## config.mk

```make
export PLATFORM = sky130hd
export DESIGN_NAME = imd_top
export DESIGN_NICKNAME = d
export VERILOG_FILES = /design/src/include/imd_pkg.sv /design/src/include/imd_filter_if.sv /design/src/rtl/imd_debounce.sv /design/src/rtl/imd_top.sv
export SDC_FILE = /design/constraint.sdc
export NUM_CORES = 1
export LEC_CHECK = 0
export BUFFER_PORTS_ARGS = -buffer_cell sky130_fd_sc_hd__buf_2
export CELL_PAD_IN_SITES_DETAIL_PLACEMENT = 1
export CELL_PAD_IN_SITES_GLOBAL_PLACEMENT = 2
export CORE_UTILIZATION = 28
export CTS_BUF_LIST = sky130_fd_sc_hd__clkbuf_4 sky130_fd_sc_hd__clkbuf_8 sky130_fd_sc_hd__clkbuf_16
export DETAILED_ROUTE_END_ITERATION = 6
export GPL_ROUTABILITY_DRIVEN = 0
export PLACE_DENSITY = 0.88
export REMOVE_ABC_BUFFERS = 1
export SYNTH_ARGS = -nofsm -noshare
export SYNTH_HDL_FRONTEND = slang
export SYNTH_HIERARCHICAL = 1
export SYNTH_SLANG_ARGS = --single-unit
```

## constraint.sdc

```tcl
create_clock -name sys_clk_i -period 1.63 [get_ports sys_clk_i]
set_input_delay 0.326 -clock sys_clk_i [delete_from_list [all_inputs] [get_ports sys_clk_i]]
set_output_delay 0.326 -clock sys_clk_i [all_outputs]
set_load 0.01 [all_outputs]
```

## src/include/imd_pkg.sv

```systemverilog
// Package: register map, field layout, reset values and timing of the interrupt block
`default_nettype none
package imd_pkg;

	// Register indices as printed; byte address is four times the index
	localparam logic [7:0] STATUS_IDX = 8'h7f;
	localparam logic [7:0] MASK_IDX = 8'h80;
	localparam logic [7:0] POLARITY_IDX = 8'h81;
	localparam logic [7:0] DEBOUNCE_IDX = 8'h82;

	localparam int ADDR_W = 10;
	localparam int DATA_W = 32;
	localparam int REG_W = 16;
	localparam int NUM_SRC = 4;

	// Source numbering inside the block
	localparam int SRC_LOCK = 0;
	localparam int SRC_PIN1 = 1;
	localparam int SRC_SEQ = 2;
	localparam int SRC_PIN4 = 3;

	// Field positions: event bits common to status, mask, polarity and debounce, combined bit in status only
	localparam int LOCK_EVENT_BIT = 2;
	localparam int PIN1_EVENT_BIT = 5;
	localparam int SEQ_EVENT_BIT = 8;
	localparam int PIN4_EVENT_BIT = 9;
	localparam int COMBINED_BIT = 10;

	// Reset values
	localparam logic [REG_W-1:0] MASK_RESET = 16'h0324;
	localparam logic [REG_W-1:0] POLARITY_RESET = 16'h0000;
	localparam logic [REG_W-1:0] DEBOUNCE_RESET = 16'h0000;

	// Debounce: a new level must stand this long before it is passed on
	localparam int CLK_PERIOD_NS = 10;
	localparam int DEBOUNCE_TIME_NS = 40;
	localparam int DEBOUNCE_CYCLES = (DEBOUNCE_TIME_NS + CLK_PERIOD_NS - 1) / CLK_PERIOD_NS;
	localparam int DB_CNT_W = 3;

endpackage
`default_nettype wire

```

## src/include/imd_filter_if.sv

```systemverilog
// Interface: raw sources, debounce enables and filtered levels between top and filter
`default_nettype none
interface imd_filter_if;
	logic [imd_pkg::NUM_SRC-1:0] raw;
	logic [imd_pkg::NUM_SRC-1:0] enable;
	logic [imd_pkg::NUM_SRC-1:0] filtered;

	modport filter (input raw, input enable, output filtered);
	modport user (output raw, output enable, input filtered);
endinterface
`default_nettype wire

```

## src/rtl/imd_debounce.sv

```systemverilog
// Debounce filter: one counter per source, bypassed when its enable is low
`default_nettype none
module imd_debounce (
	input wire logic sys_clk_i,
	input wire logic sys_rst_i,
	imd_filter_if.filter flt
);

	localparam logic [imd_pkg::DB_CNT_W-1:0] DB_LAST =
		imd_pkg::DB_CNT_W'(imd_pkg::DEBOUNCE_CYCLES - 1);

	logic [imd_pkg::NUM_SRC-1:0] stable_r;
	logic [imd_pkg::NUM_SRC-1:0] stable_nxt;

	genvar g;
	generate
		for (g = 0; g < imd_pkg::NUM_SRC; g++) begin : g_src
			logic [imd_pkg::DB_CNT_W-1:0] cnt_r;
			logic [imd_pkg::DB_CNT_W-1:0] cnt_nxt;

			// Count samples that differ from the held level
			always_comb begin
				cnt_nxt = '0;
				stable_nxt[g] = stable_r[g];
				if (flt.raw[g] != stable_r[g]) begin
					if (cnt_r == DB_LAST) begin
						stable_nxt[g] = flt.raw[g]; // see RULE_12
					end else begin
						cnt_nxt = cnt_r + 1'b1;
					end
				end
			end

			always_ff @(posedge sys_clk_i) begin
				if (sys_rst_i) begin
					cnt_r <= '0;
					stable_r[g] <= 1'b0;
				end else begin
					cnt_r <= cnt_nxt;
					stable_r[g] <= stable_nxt[g];
				end
			end

			// Filter or bypass per enable
			assign flt.filtered[g] = flt.enable[g] ? stable_r[g] : flt.raw[g]; // see RULE_07
		end
	endgenerate

endmodule
`default_nettype wire

```

## src/rtl/imd_top.sv

```systemverilog
// Interrupt mask, polarity and debounce block with Avalon-MM register slave
// Behaviour
// RULE_01: Mask bit 1 blocks its flag from the combined interrupt; all masks reset to 1.
// RULE_02: Sequencer mask at bit 8, first pin mask at bit 5.
// RULE_03: Lock mask at bit 2, bit-clock pin mask at bit 9.
// RULE_04: Sequencer polarity bit 8: 0 raises when busy, 1 when idle; resets 0.
// RULE_05: Lock polarity bit 2: 0 raises on lock, 1 while unlocked; resets 0.
// RULE_06: Pin polarity bits 9 and 5: 0 active high, 1 active low; reset 0.
// RULE_07: Sequencer debounce bit 8 filters its input when 1, bypasses when 0.
// RULE_08: Debounce bits 9, 5, 2 enable filtering when 1; all reset 0.
// RULE_09: Status bit 10 is the OR of the event flags; the code ORs only the unmasked flags.
// RULE_10: Flags stay set until a one is written to them; zero leaves them.
// RULE_11: Software ignores the sequencer flag read while the sequencer is busy.
// RULE_12: With debounce on, a new level must hold several samples before it counts.
//
// Implementation choice: the Avalon-MM slave port.
`default_nettype none
module imd_top (
	input wire logic sys_clk_i,
	input wire logic sys_rst_i,
	input wire logic [imd_pkg::ADDR_W-1:0] avs_address_i,
	input wire logic avs_read_i,
	input wire logic avs_write_i,
	input wire logic [imd_pkg::DATA_W-1:0] avs_writedata_i,
	input wire logic [3:0] avs_byteenable_i,
	output logic [imd_pkg::DATA_W-1:0] avs_readdata_o,
	output logic avs_waitrequest_o,
	input wire logic pin1_i,
	input wire logic pin4_i,
	input wire logic seq_busy_i,
	input wire logic fll_lock_i,
	output logic irq_o
);

	////////////////////////////////////////////////////////////////////////////
	// Field mapping helpers

	// Spread per-source bits onto their register positions
	function automatic logic [imd_pkg::REG_W-1:0] to_field(input logic [imd_pkg::NUM_SRC-1:0] v);
		logic [imd_pkg::REG_W-1:0] w;
		w = '0;
		w[imd_pkg::LOCK_EVENT_BIT] = v[imd_pkg::SRC_LOCK]; // see RULE_03
		w[imd_pkg::PIN1_EVENT_BIT] = v[imd_pkg::SRC_PIN1]; // see RULE_02
		w[imd_pkg::SEQ_EVENT_BIT] = v[imd_pkg::SRC_SEQ]; // see RULE_02
		w[imd_pkg::PIN4_EVENT_BIT] = v[imd_pkg::SRC_PIN4]; // see RULE_03
		return w;
	endfunction

	// Gather register positions back into per-source bits
	function automatic logic [imd_pkg::NUM_SRC-1:0] from_field(input logic [imd_pkg::REG_W-1:0] w);
		logic [imd_pkg::NUM_SRC-1:0] v;
		v = '0;
		v[imd_pkg::SRC_LOCK] = w[imd_pkg::LOCK_EVENT_BIT];
		v[imd_pkg::SRC_PIN1] = w[imd_pkg::PIN1_EVENT_BIT];
		v[imd_pkg::SRC_SEQ] = w[imd_pkg::SEQ_EVENT_BIT];
		v[imd_pkg::SRC_PIN4] = w[imd_pkg::PIN4_EVENT_BIT];
		return v;
	endfunction

	// Register index of a byte address; the two low bits are ignored
	function automatic logic [7:0] reg_index(input logic [imd_pkg::ADDR_W-1:0] a);
		return a[imd_pkg::ADDR_W-1:2];
	endfunction

	// Replace only the bits whose byte lane is enabled
	function automatic logic [imd_pkg::NUM_SRC-1:0] merge_lanes(
		input logic [imd_pkg::NUM_SRC-1:0] old_v,
		input logic [imd_pkg::NUM_SRC-1:0] new_v,
		input logic [imd_pkg::NUM_SRC-1:0] lane_v
	);
		return (old_v & ~lane_v) | (new_v & lane_v);
	endfunction

	// Read data word for a register index; unmapped indices read zero
	function automatic logic [imd_pkg::DATA_W-1:0] read_word(
		input logic [7:0] i,
		input logic [imd_pkg::REG_W-1:0] status_v,
		input logic [imd_pkg::NUM_SRC-1:0] mask_v,
		input logic [imd_pkg::NUM_SRC-1:0] pol_v,
		input logic [imd_pkg::NUM_SRC-1:0] db_v
	);
		logic [imd_pkg::REG_W-1:0] w;
		w = '0;
		unique case (i)
			imd_pkg::STATUS_IDX: w = status_v;
			imd_pkg::MASK_IDX: w = to_field(mask_v);
			imd_pkg::POLARITY_IDX: w = to_field(pol_v);
			imd_pkg::DEBOUNCE_IDX: w = to_field(db_v);
			default: w = '0;
		endcase
		return {16'h0000, w};
	endfunction

	////////////////////////////////////////////////////////////////////////////
	// Configuration and flag state

	logic [imd_pkg::NUM_SRC-1:0] mask_r;
	logic [imd_pkg::NUM_SRC-1:0] mask_nxt;
	logic [imd_pkg::NUM_SRC-1:0] pol_r;
	logic [imd_pkg::NUM_SRC-1:0] pol_nxt;
	logic [imd_pkg::NUM_SRC-1:0] db_r;
	logic [imd_pkg::NUM_SRC-1:0] db_nxt;
	logic [imd_pkg::NUM_SRC-1:0] flag_r;
	logic [imd_pkg::NUM_SRC-1:0] flag_nxt;
	logic irq_r;
	logic irq_nxt;

	logic [imd_pkg::DATA_W-1:0] rdata_r;
	logic [imd_pkg::DATA_W-1:0] rdata_nxt;
	logic wait_r;
	logic wait_nxt;

	logic [imd_pkg::NUM_SRC-1:0] active;
	logic [imd_pkg::NUM_SRC-1:0] wr_bits;
	logic [imd_pkg::REG_W-1:0] wr_word;
	logic [imd_pkg::REG_W-1:0] lane_mask;
	logic wr_take;
	logic rd_take;
	logic [7:0] idx;
	logic [imd_pkg::NUM_SRC-1:0] src_level;
	logic [imd_pkg::NUM_SRC-1:0] lane_bits;
	logic [imd_pkg::NUM_SRC-1:0] clear_bits;
	logic [imd_pkg::NUM_SRC-1:0] open_flags;
	logic [imd_pkg::REG_W-1:0] status_word;
	logic hit_status;
	logic hit_mask;
	logic hit_pol;
	logic hit_db;
	logic combined;
	logic req;

	////////////////////////////////////////////////////////////////////////////
	// Source conditioning

	imd_filter_if flt ();

	// Gather the four source levels in block order
	always_comb begin
		src_level = '0;
		src_level[imd_pkg::SRC_LOCK] = fll_lock_i; // see RULE_05
		src_level[imd_pkg::SRC_PIN1] = pin1_i; // see RULE_06
		src_level[imd_pkg::SRC_SEQ] = seq_busy_i; // see RULE_04
		src_level[imd_pkg::SRC_PIN4] = pin4_i; // see RULE_06
	end

	// Polarity selects which level of each source counts as active
	assign flt.raw = src_level ^ pol_r; // see RULE_04 RULE_05 RULE_06
	assign flt.enable = db_r; // see RULE_08

	imd_debounce u_debounce (
		.sys_clk_i(sys_clk_i),
		.sys_rst_i(sys_rst_i),
		.flt(flt.filter)
	);

	assign active = flt.filtered;

	////////////////////////////////////////////////////////////////////////////
	// Bus decode

	// Request is taken in the first cycle, committed when waitrequest is low
	assign idx = reg_index(avs_address_i);
	assign wr_take = avs_write_i && !wait_r;
	assign rd_take = avs_read_i && wait_r;
	assign lane_mask = {{8{avs_byteenable_i[1]}}, {8{avs_byteenable_i[0]}}};
	assign wr_word = avs_writedata_i[imd_pkg::REG_W-1:0] & lane_mask;
	assign wr_bits = from_field(wr_word);
	assign lane_bits = from_field(lane_mask);
	assign req = avs_read_i || avs_write_i;

	////////////////////////////////////////////////////////////////////////////
	// Write strobes

	// One strobe per register, only in the cycle the write commits
	assign hit_status = wr_take && (idx == imd_pkg::STATUS_IDX);
	assign hit_mask = wr_take && (idx == imd_pkg::MASK_IDX);
	assign hit_pol = wr_take && (idx == imd_pkg::POLARITY_IDX);
	assign hit_db = wr_take && (idx == imd_pkg::DEBOUNCE_IDX);
	// Ones written to the status register clear flags
	assign clear_bits = hit_status ? wr_bits : '0;

	////////////////////////////////////////////////////////////////////////////
	// Configuration registers

	// Byte lanes 0 and 1 gate the low and high bytes of a write
	always_comb begin
		mask_nxt = mask_r;
		pol_nxt = pol_r;
		db_nxt = db_r;
		if (hit_mask) begin
			mask_nxt = merge_lanes(mask_r, wr_bits, lane_bits); // see RULE_01
		end
		if (hit_pol) begin
			pol_nxt = merge_lanes(pol_r, wr_bits, lane_bits); // see RULE_04 RULE_05 RULE_06
		end
		if (hit_db) begin
			db_nxt = merge_lanes(db_r, wr_bits, lane_bits); // see RULE_07 RULE_08
		end
	end

	always_ff @(posedge sys_clk_i) begin
		if (sys_rst_i) begin
			mask_r <= from_field(imd_pkg::MASK_RESET); // see RULE_01
			pol_r <= from_field(imd_pkg::POLARITY_RESET); // see RULE_04
			db_r <= from_field(imd_pkg::DEBOUNCE_RESET); // see RULE_08
		end else begin
			mask_r <= mask_nxt;
			pol_r <= pol_nxt;
			db_r <= db_nxt;
		end
	end

	////////////////////////////////////////////////////////////////////////////
	// Sticky event flags

	always_comb begin
		// Keep a flag unless a one is written to it
		flag_nxt = flag_r & ~clear_bits; // see RULE_10
		// Set wins over a clear in the same cycle
		flag_nxt = flag_nxt | active;
	end

	always_ff @(posedge sys_clk_i) begin
		if (sys_rst_i) begin
			flag_r <= '0;
		end else begin
			flag_r <= flag_nxt;
		end
	end

	////////////////////////////////////////////////////////////////////////////
	// Interrupt line

	// Computed from next values so the line moves on the same edge as the flags
	assign open_flags = flag_nxt & ~mask_nxt;

	always_comb begin
		irq_nxt = |open_flags; // see RULE_01
	end

	always_ff @(posedge sys_clk_i) begin
		if (sys_rst_i) begin
			irq_r <= 1'b0;
		end else begin
			irq_r <= irq_nxt;
		end
	end

	////////////////////////////////////////////////////////////////////////////
	// Read data

	// Combined bit seen by software, equal to what the interrupt line shows
	assign combined = |(flag_r & ~mask_r); // see RULE_09

	always_comb begin
		status_word = to_field(flag_r);
		status_word[imd_pkg::COMBINED_BIT] = combined; // see RULE_09
	end

	// Captured at the request edge, shown while waitrequest is low
	always_comb begin
		rdata_nxt = rdata_r;
		if (rd_take) begin
			rdata_nxt = read_word(idx, status_word, mask_r, pol_r, db_r);
		end
	end

	always_ff @(posedge sys_clk_i) begin
		if (sys_rst_i) begin
			rdata_r <= 32'h0000_0000;
		end else begin
			rdata_r <= rdata_nxt;
		end
	end

	////////////////////////////////////////////////////////////////////////////
	// Handshake

	// One wait cycle, then a single cycle with waitrequest low
	// A request seen while waitrequest is high is answered on the next edge
	always_comb begin
		wait_nxt = !(req && wait_r);
	end

	always_ff @(posedge sys_clk_i) begin
		if (sys_rst_i) begin
			wait_r <= 1'b1;
		end else begin
			wait_r <= wait_nxt;
		end
	end

	assign avs_readdata_o = rdata_r;
	assign avs_waitrequest_o = wait_r;
	assign irq_o = irq_r;

endmodule
`default_nettype wire

```

* After elaboration in Yosys (flattened, before gate mapping) *
Cells that the tools add are included.

word-level totals
  word-level logic and storage cells = 79
  output and inout bits = 34
  bits of input ports = 54
  latch bits = 0
  flip-flop bits (word level) = 50
  memories = 0
  ROM bits = 0
  RAM bits = 0

operators by class
  equal/unequal tests = 12
  bitwise gates (word level) = 21
  div/mod/pow operators = 0
  order comparisons = 0
  add/sub/neg operators = 4
  multiply operators = 0
  reduce and logical (&&, ||, !) cells = 20
  multiplexer cells = 7
  shifts and indexed selects = 0

operators with widths
  kind                   count
  $pmux W11 S4           1
  $and A4 B4 Y4          7
  $eq A8 B8 Y1 const B   3
  $not A4 Y4             4
  $or A4 B4 Y4           4
  $add A3 B1 Y3 const B  4
  $eq A3 B2 Y1 const B   4
  $reduce_or A3 Y1       4
  $and A10 B10 Y10       1
  $eq A8 B7 Y1 const B   1
  $mux W4                2
  $reduce_and A2 Y1      4
  $reduce_or A4 Y1       2
  $logic_and A1 B1 Y1    7
  $mux W1                4
  $ne A1 B1 Y1           4
  $not A1 Y1             4
  $xor A4 B4 Y4          1
  $logic_not A1 Y1       2
  $logic_or A1 B1 Y1     1

* Longest topological paths before layout *
  word-level depth = 9
  depth in mapped cells = 6
  mapped depth without buffers = 5

* Cells and area by module *
The synthesis kept the hierarchy.

by module, submodules not included
  module        cells an instance  sequential area each (µm²)  area an instance (µm²)  instances
  imd_top       164                460.4                       1416.4                  1
  imd_debounce  58                 320.3                       719.4                   1

* Least setup slack after synthesis *
Ideal clock, no wire load.

  path kind = register to register
  from = register wait_r (netlist: avs_waitrequest_o)
  to = register irq_r (netlist: irq_o)
  data required time = 1.553 ns
  setup slack = 0.155 ns
  cell stages (with the launch flop) = 7
  data arrival time = 1.399 ns
  period minus slack after synthesis = 1.475 ns
  setup time = 0.077 ns
  path buffers = 1
  path through = dfxtp_1 > and3b_1 > buf_6 > and4b_4 > mux2i_1 > o21ai_1 > a41oi_2

on the way
  cells in the longest elaborated chain, start to end = 9
  elaborated cells on any way between the ends = 12
  classes of those cells = 2 x mux; 5 x bitwise; 5 x reduce/logical

RTL lines
  element                   line            RTL
  start: declaration        imd_top.sv:110  logic wait_r;
  start signal: assignment  imd_top.sv:289  wait_r <= wait_nxt;
  $logic_not A1 Y1 (*)      imd_top.sv:163  assign wr_take = avs_write_i && !wait_r;
  $logic_and A1 B1 Y1 (*)   imd_top.sv:163
  $logic_and A1 B1 Y1       imd_top.sv:175  assign hit_status = wr_take && (idx == imd_pkg::STATUS_IDX);
  $mux W4                   imd_top.sv:180  assign clear_bits = hit_status ? wr_bits : '0;
  $not A4 Y4                imd_top.sv:218  flag_nxt = flag_r & ~clear_bits;
  $and A4 B4 Y4             imd_top.sv:218
  $or A4 B4 Y4              imd_top.sv:220  flag_nxt = flag_nxt | active;
  $and A4 B4 Y4 (*)         imd_top.sv:235  assign open_flags = flag_nxt & ~mask_nxt;
  $reduce_or A4 Y1 (*)      imd_top.sv:238  irq_nxt = |open_flags;
  end signal: assignment    imd_top.sv:245  irq_r <= irq_nxt;
  end: declaration          imd_top.sv:105  logic irq_r;

Every way passes the cells marked *; elsewhere a longest branch is shown, timed or not.
A chain may end at the register's enable or synchronous reset.

* Final worst setup path *
Ends and elaborated chain as after synthesis.

==> results.md <==
* Status: finished, final reports clean
* Residual DRC at 0
* Top post-synthesis cells by area: dfxtp_1, buf_4, ha_1
* Number of I/O port buffers at 28
* Share of synthesized flip-flops with an asynchronous set or reset at 0
* CP Capture Type: register
* Final min period at 1.55 ns
* Die Height at 89.3 um
* Remaining global-route overflow at 0
* Syn Area/Cell at roughly 9.6 sq um
* Starting density of the core at 0.291
* Clk buf depth at 2
* Slowest cell delay on critical path at 0.35 ns
* Drt wl/cell at 13.1 um
* Post-CTS Setup Inserts at 0
* RSZ-0062 raised after global routing: no
* Root buf cell: clkbuf_8
* Endpoints failing hold at 0
* Arr. time, crit path at 1.76 ns
* Post-route ant nets at 0
* Startpoint Class: register
* Pin count of the biggest net entering global routing at 16
* CP Class: reg2reg
* Layout cells sized above 1 at 0.299
* Tot GR Track Use at 0.129
* Cell count along the critical path at 5
* Most frequent cell after synthesis: dfxtp_1
* Top FF cell, synth: dfxtp_1
* Register Area at 781 sq um
* Gate Count Post-Synth at between 200 and 250
* VDD IR max at around 0.00049 V
* First-pass iteration count of the detailed router at 4
* # diodes at 0
* Post-synth top cells: dfxtp_1, buf_4, nand2_1, a21oi_1
* Final setup fails at 0
* CTS Sinks at 39
* Number of synthesized register bits at 39
* Hold_ws at 0.259 ns
* Pwr dens at 814 nW/um^2
* CTS tree: done
* Layout area overhead at 15.5%
* Via count at ~1600
* Cell leakage power at 1.05 nW
* Core Area at 7330 sq um
* Max capacitance violation total at 0
* Worst-case reg-to-reg path depth at 5
* Final Cycle Share at 0.951
* Vias per Instance at 4.50
* Synth top area share at 0.366
* Cell area after synthesis at 2140 sq um
* Buffers and inverters on the worst path at 0
* Synth warn at 6
* Worst hold path class: in2reg
* Clk_lat worst skew at 0.30 ns
* Num CTS Buffers at 5
* Cell taking the most area after synthesis: dfxtp_1
* Max Fanout on Critical Path at 6
* CTS clock-pin slew for the worst setup and hold paths at 0.08 ns
* H-tree depth reported by CTS at 2
* First-pass GRT wire length at roughly 7.6 mm
* DP Wirelength at approximately 3.7 mm
* Vias in the first global route at 1588
* I/O pin cnt at 88
* Maximum clock frequency at ~0.65 GHz
* Critical path's slowest cell: dfxtp_1
* Initial antenna violation count at 0
* Worst hold stages at 2
* Post-synth EDFFs at 0
* Hold buffers post-CTS at 0
* Initial drt markers at 49
* Final nets at 325
* CP delay by family, top: simple AND/OR/NAND/NOR gates
* Slew Limit Fails at 0
* Die ar. at 7980 sq um
* # fillers at 870
* Area of the multi-input gates at ~1200 sq um
* Clock skew at 0.00924 ns
* # rows at 31
* Post-synth cell types at 44
* Seq/Total Area, Yosys at 0.366
* Final setup TNS at 0 ns
* Worst path cell trace: and3b_2, and4b_4, mux2i_1, o21ai_1, a41oi_2
* Drt total wl at 4.76 mm
* Die span in x at approximately 89 um
* Critical Path RT at 1.84 ns
-- layout by cell type, fill, tap and decap left out, drive strengths merged, types with 9 or more instances in the layout --
cell type,count
a21oi,14
and3,9
buf,44
conb,27
dfxtp,39
nand2,23
nor4,9
o21ai,9
-- cells by family (layout without fill, tap and decap cells) --
| kind of cell | Yosys count | after routing | synth area share |
|---|---|---|---|
| buffers and inverters | 45 | 61 | 0.146 |
| other | 1 | 27 | 0.00176 |
| multiplexers | 12 | 12 | 0.0586 |
| flip-flops | 39 | 39 | 0.366 |
| XOR/XNOR | 8 | 8 | 0.0328 |
| adder cells (fa/ha/maj) | 8 | 8 | 0.0469 |
| AND/OR/NAND/NOR | 69 | 69 | 0.227 |
| AO/OA/AOI/OAI | 40 | 40 | 0.121 |
-- repair_timing --
| item | 4_1_cts | 5_1_grt |
|---|---|---|
| gates resized for setup | 0 | 4 |
| endpoints found under the setup margin | 0 | 1 |
| hold endpoints to repair | 0 | 0 |
-- layer usage --
metal | track usage | vias to the layer above | share of wire
met1 | 0.149 | 771 | 0.45
li1 | - | 824 | -
met5 | 0 | - | 0
met3 | 0.0332 | 6 | 0.033
met4 | 0.0390 | 0 | 0.012
met2 | 0.234 | 32 | 0.51
-- per-stage QoR --
| step | setup WS [ns] | cell area [sq um] | power [mW] | util | std cells |
|---|---|---|---|---|---|
| detailed placement | -0.176 | 2340 | 1.21 | 0.319 | 355 |
| global placement | -0.125 | 2340 | 1.20 | 0.319 | 355 |
| CTS | 0.0344 | 2450 | 2.03 | 0.335 | 363 |
| finish | 0.0799 | 2470 | 2.01 | 0.337 | 363 |
| global route | 0.00647 | 2470 | 2.11 | 0.337 | 363 |
| floorplan | -0.0260 | 1960 | 1.11 | - | 212 |
-- report_power, final --
group	total (mW)	internal, mW	switching (mW)
logic	0.203	0.0797	0.123
clock network	0.822	0.456	0.366
registers	0.984	0.972	0.0118
total	2.01	1.51	0.501
-- area by class of cell --
class	count	area share
Clock buffer	5	0.0279
Clock inverter	3	0.0177
Inverter	9	0.0137
Multi-Input combinational cell	164	0.469
Sequential cell	39	0.316
Tap cell	99	0.0502
Timing Repair Buffer	44	0.105
-- worst paths after layout --
path                                              startpoint                           end  slack, ns
worst max-delay path                       avs_waitrequest_o                         irq_o       0.08
worst min-delay path                              avs_read_i             avs_waitrequest_o       0.26
worst max register to register             avs_waitrequest_o                         irq_o       0.08
worst min register to register  u_debounce/g_src[2].cnt_r[0]  u_debounce/g_src[2].cnt_r[0]       0.44
Power figures use the tool's default switching activity.
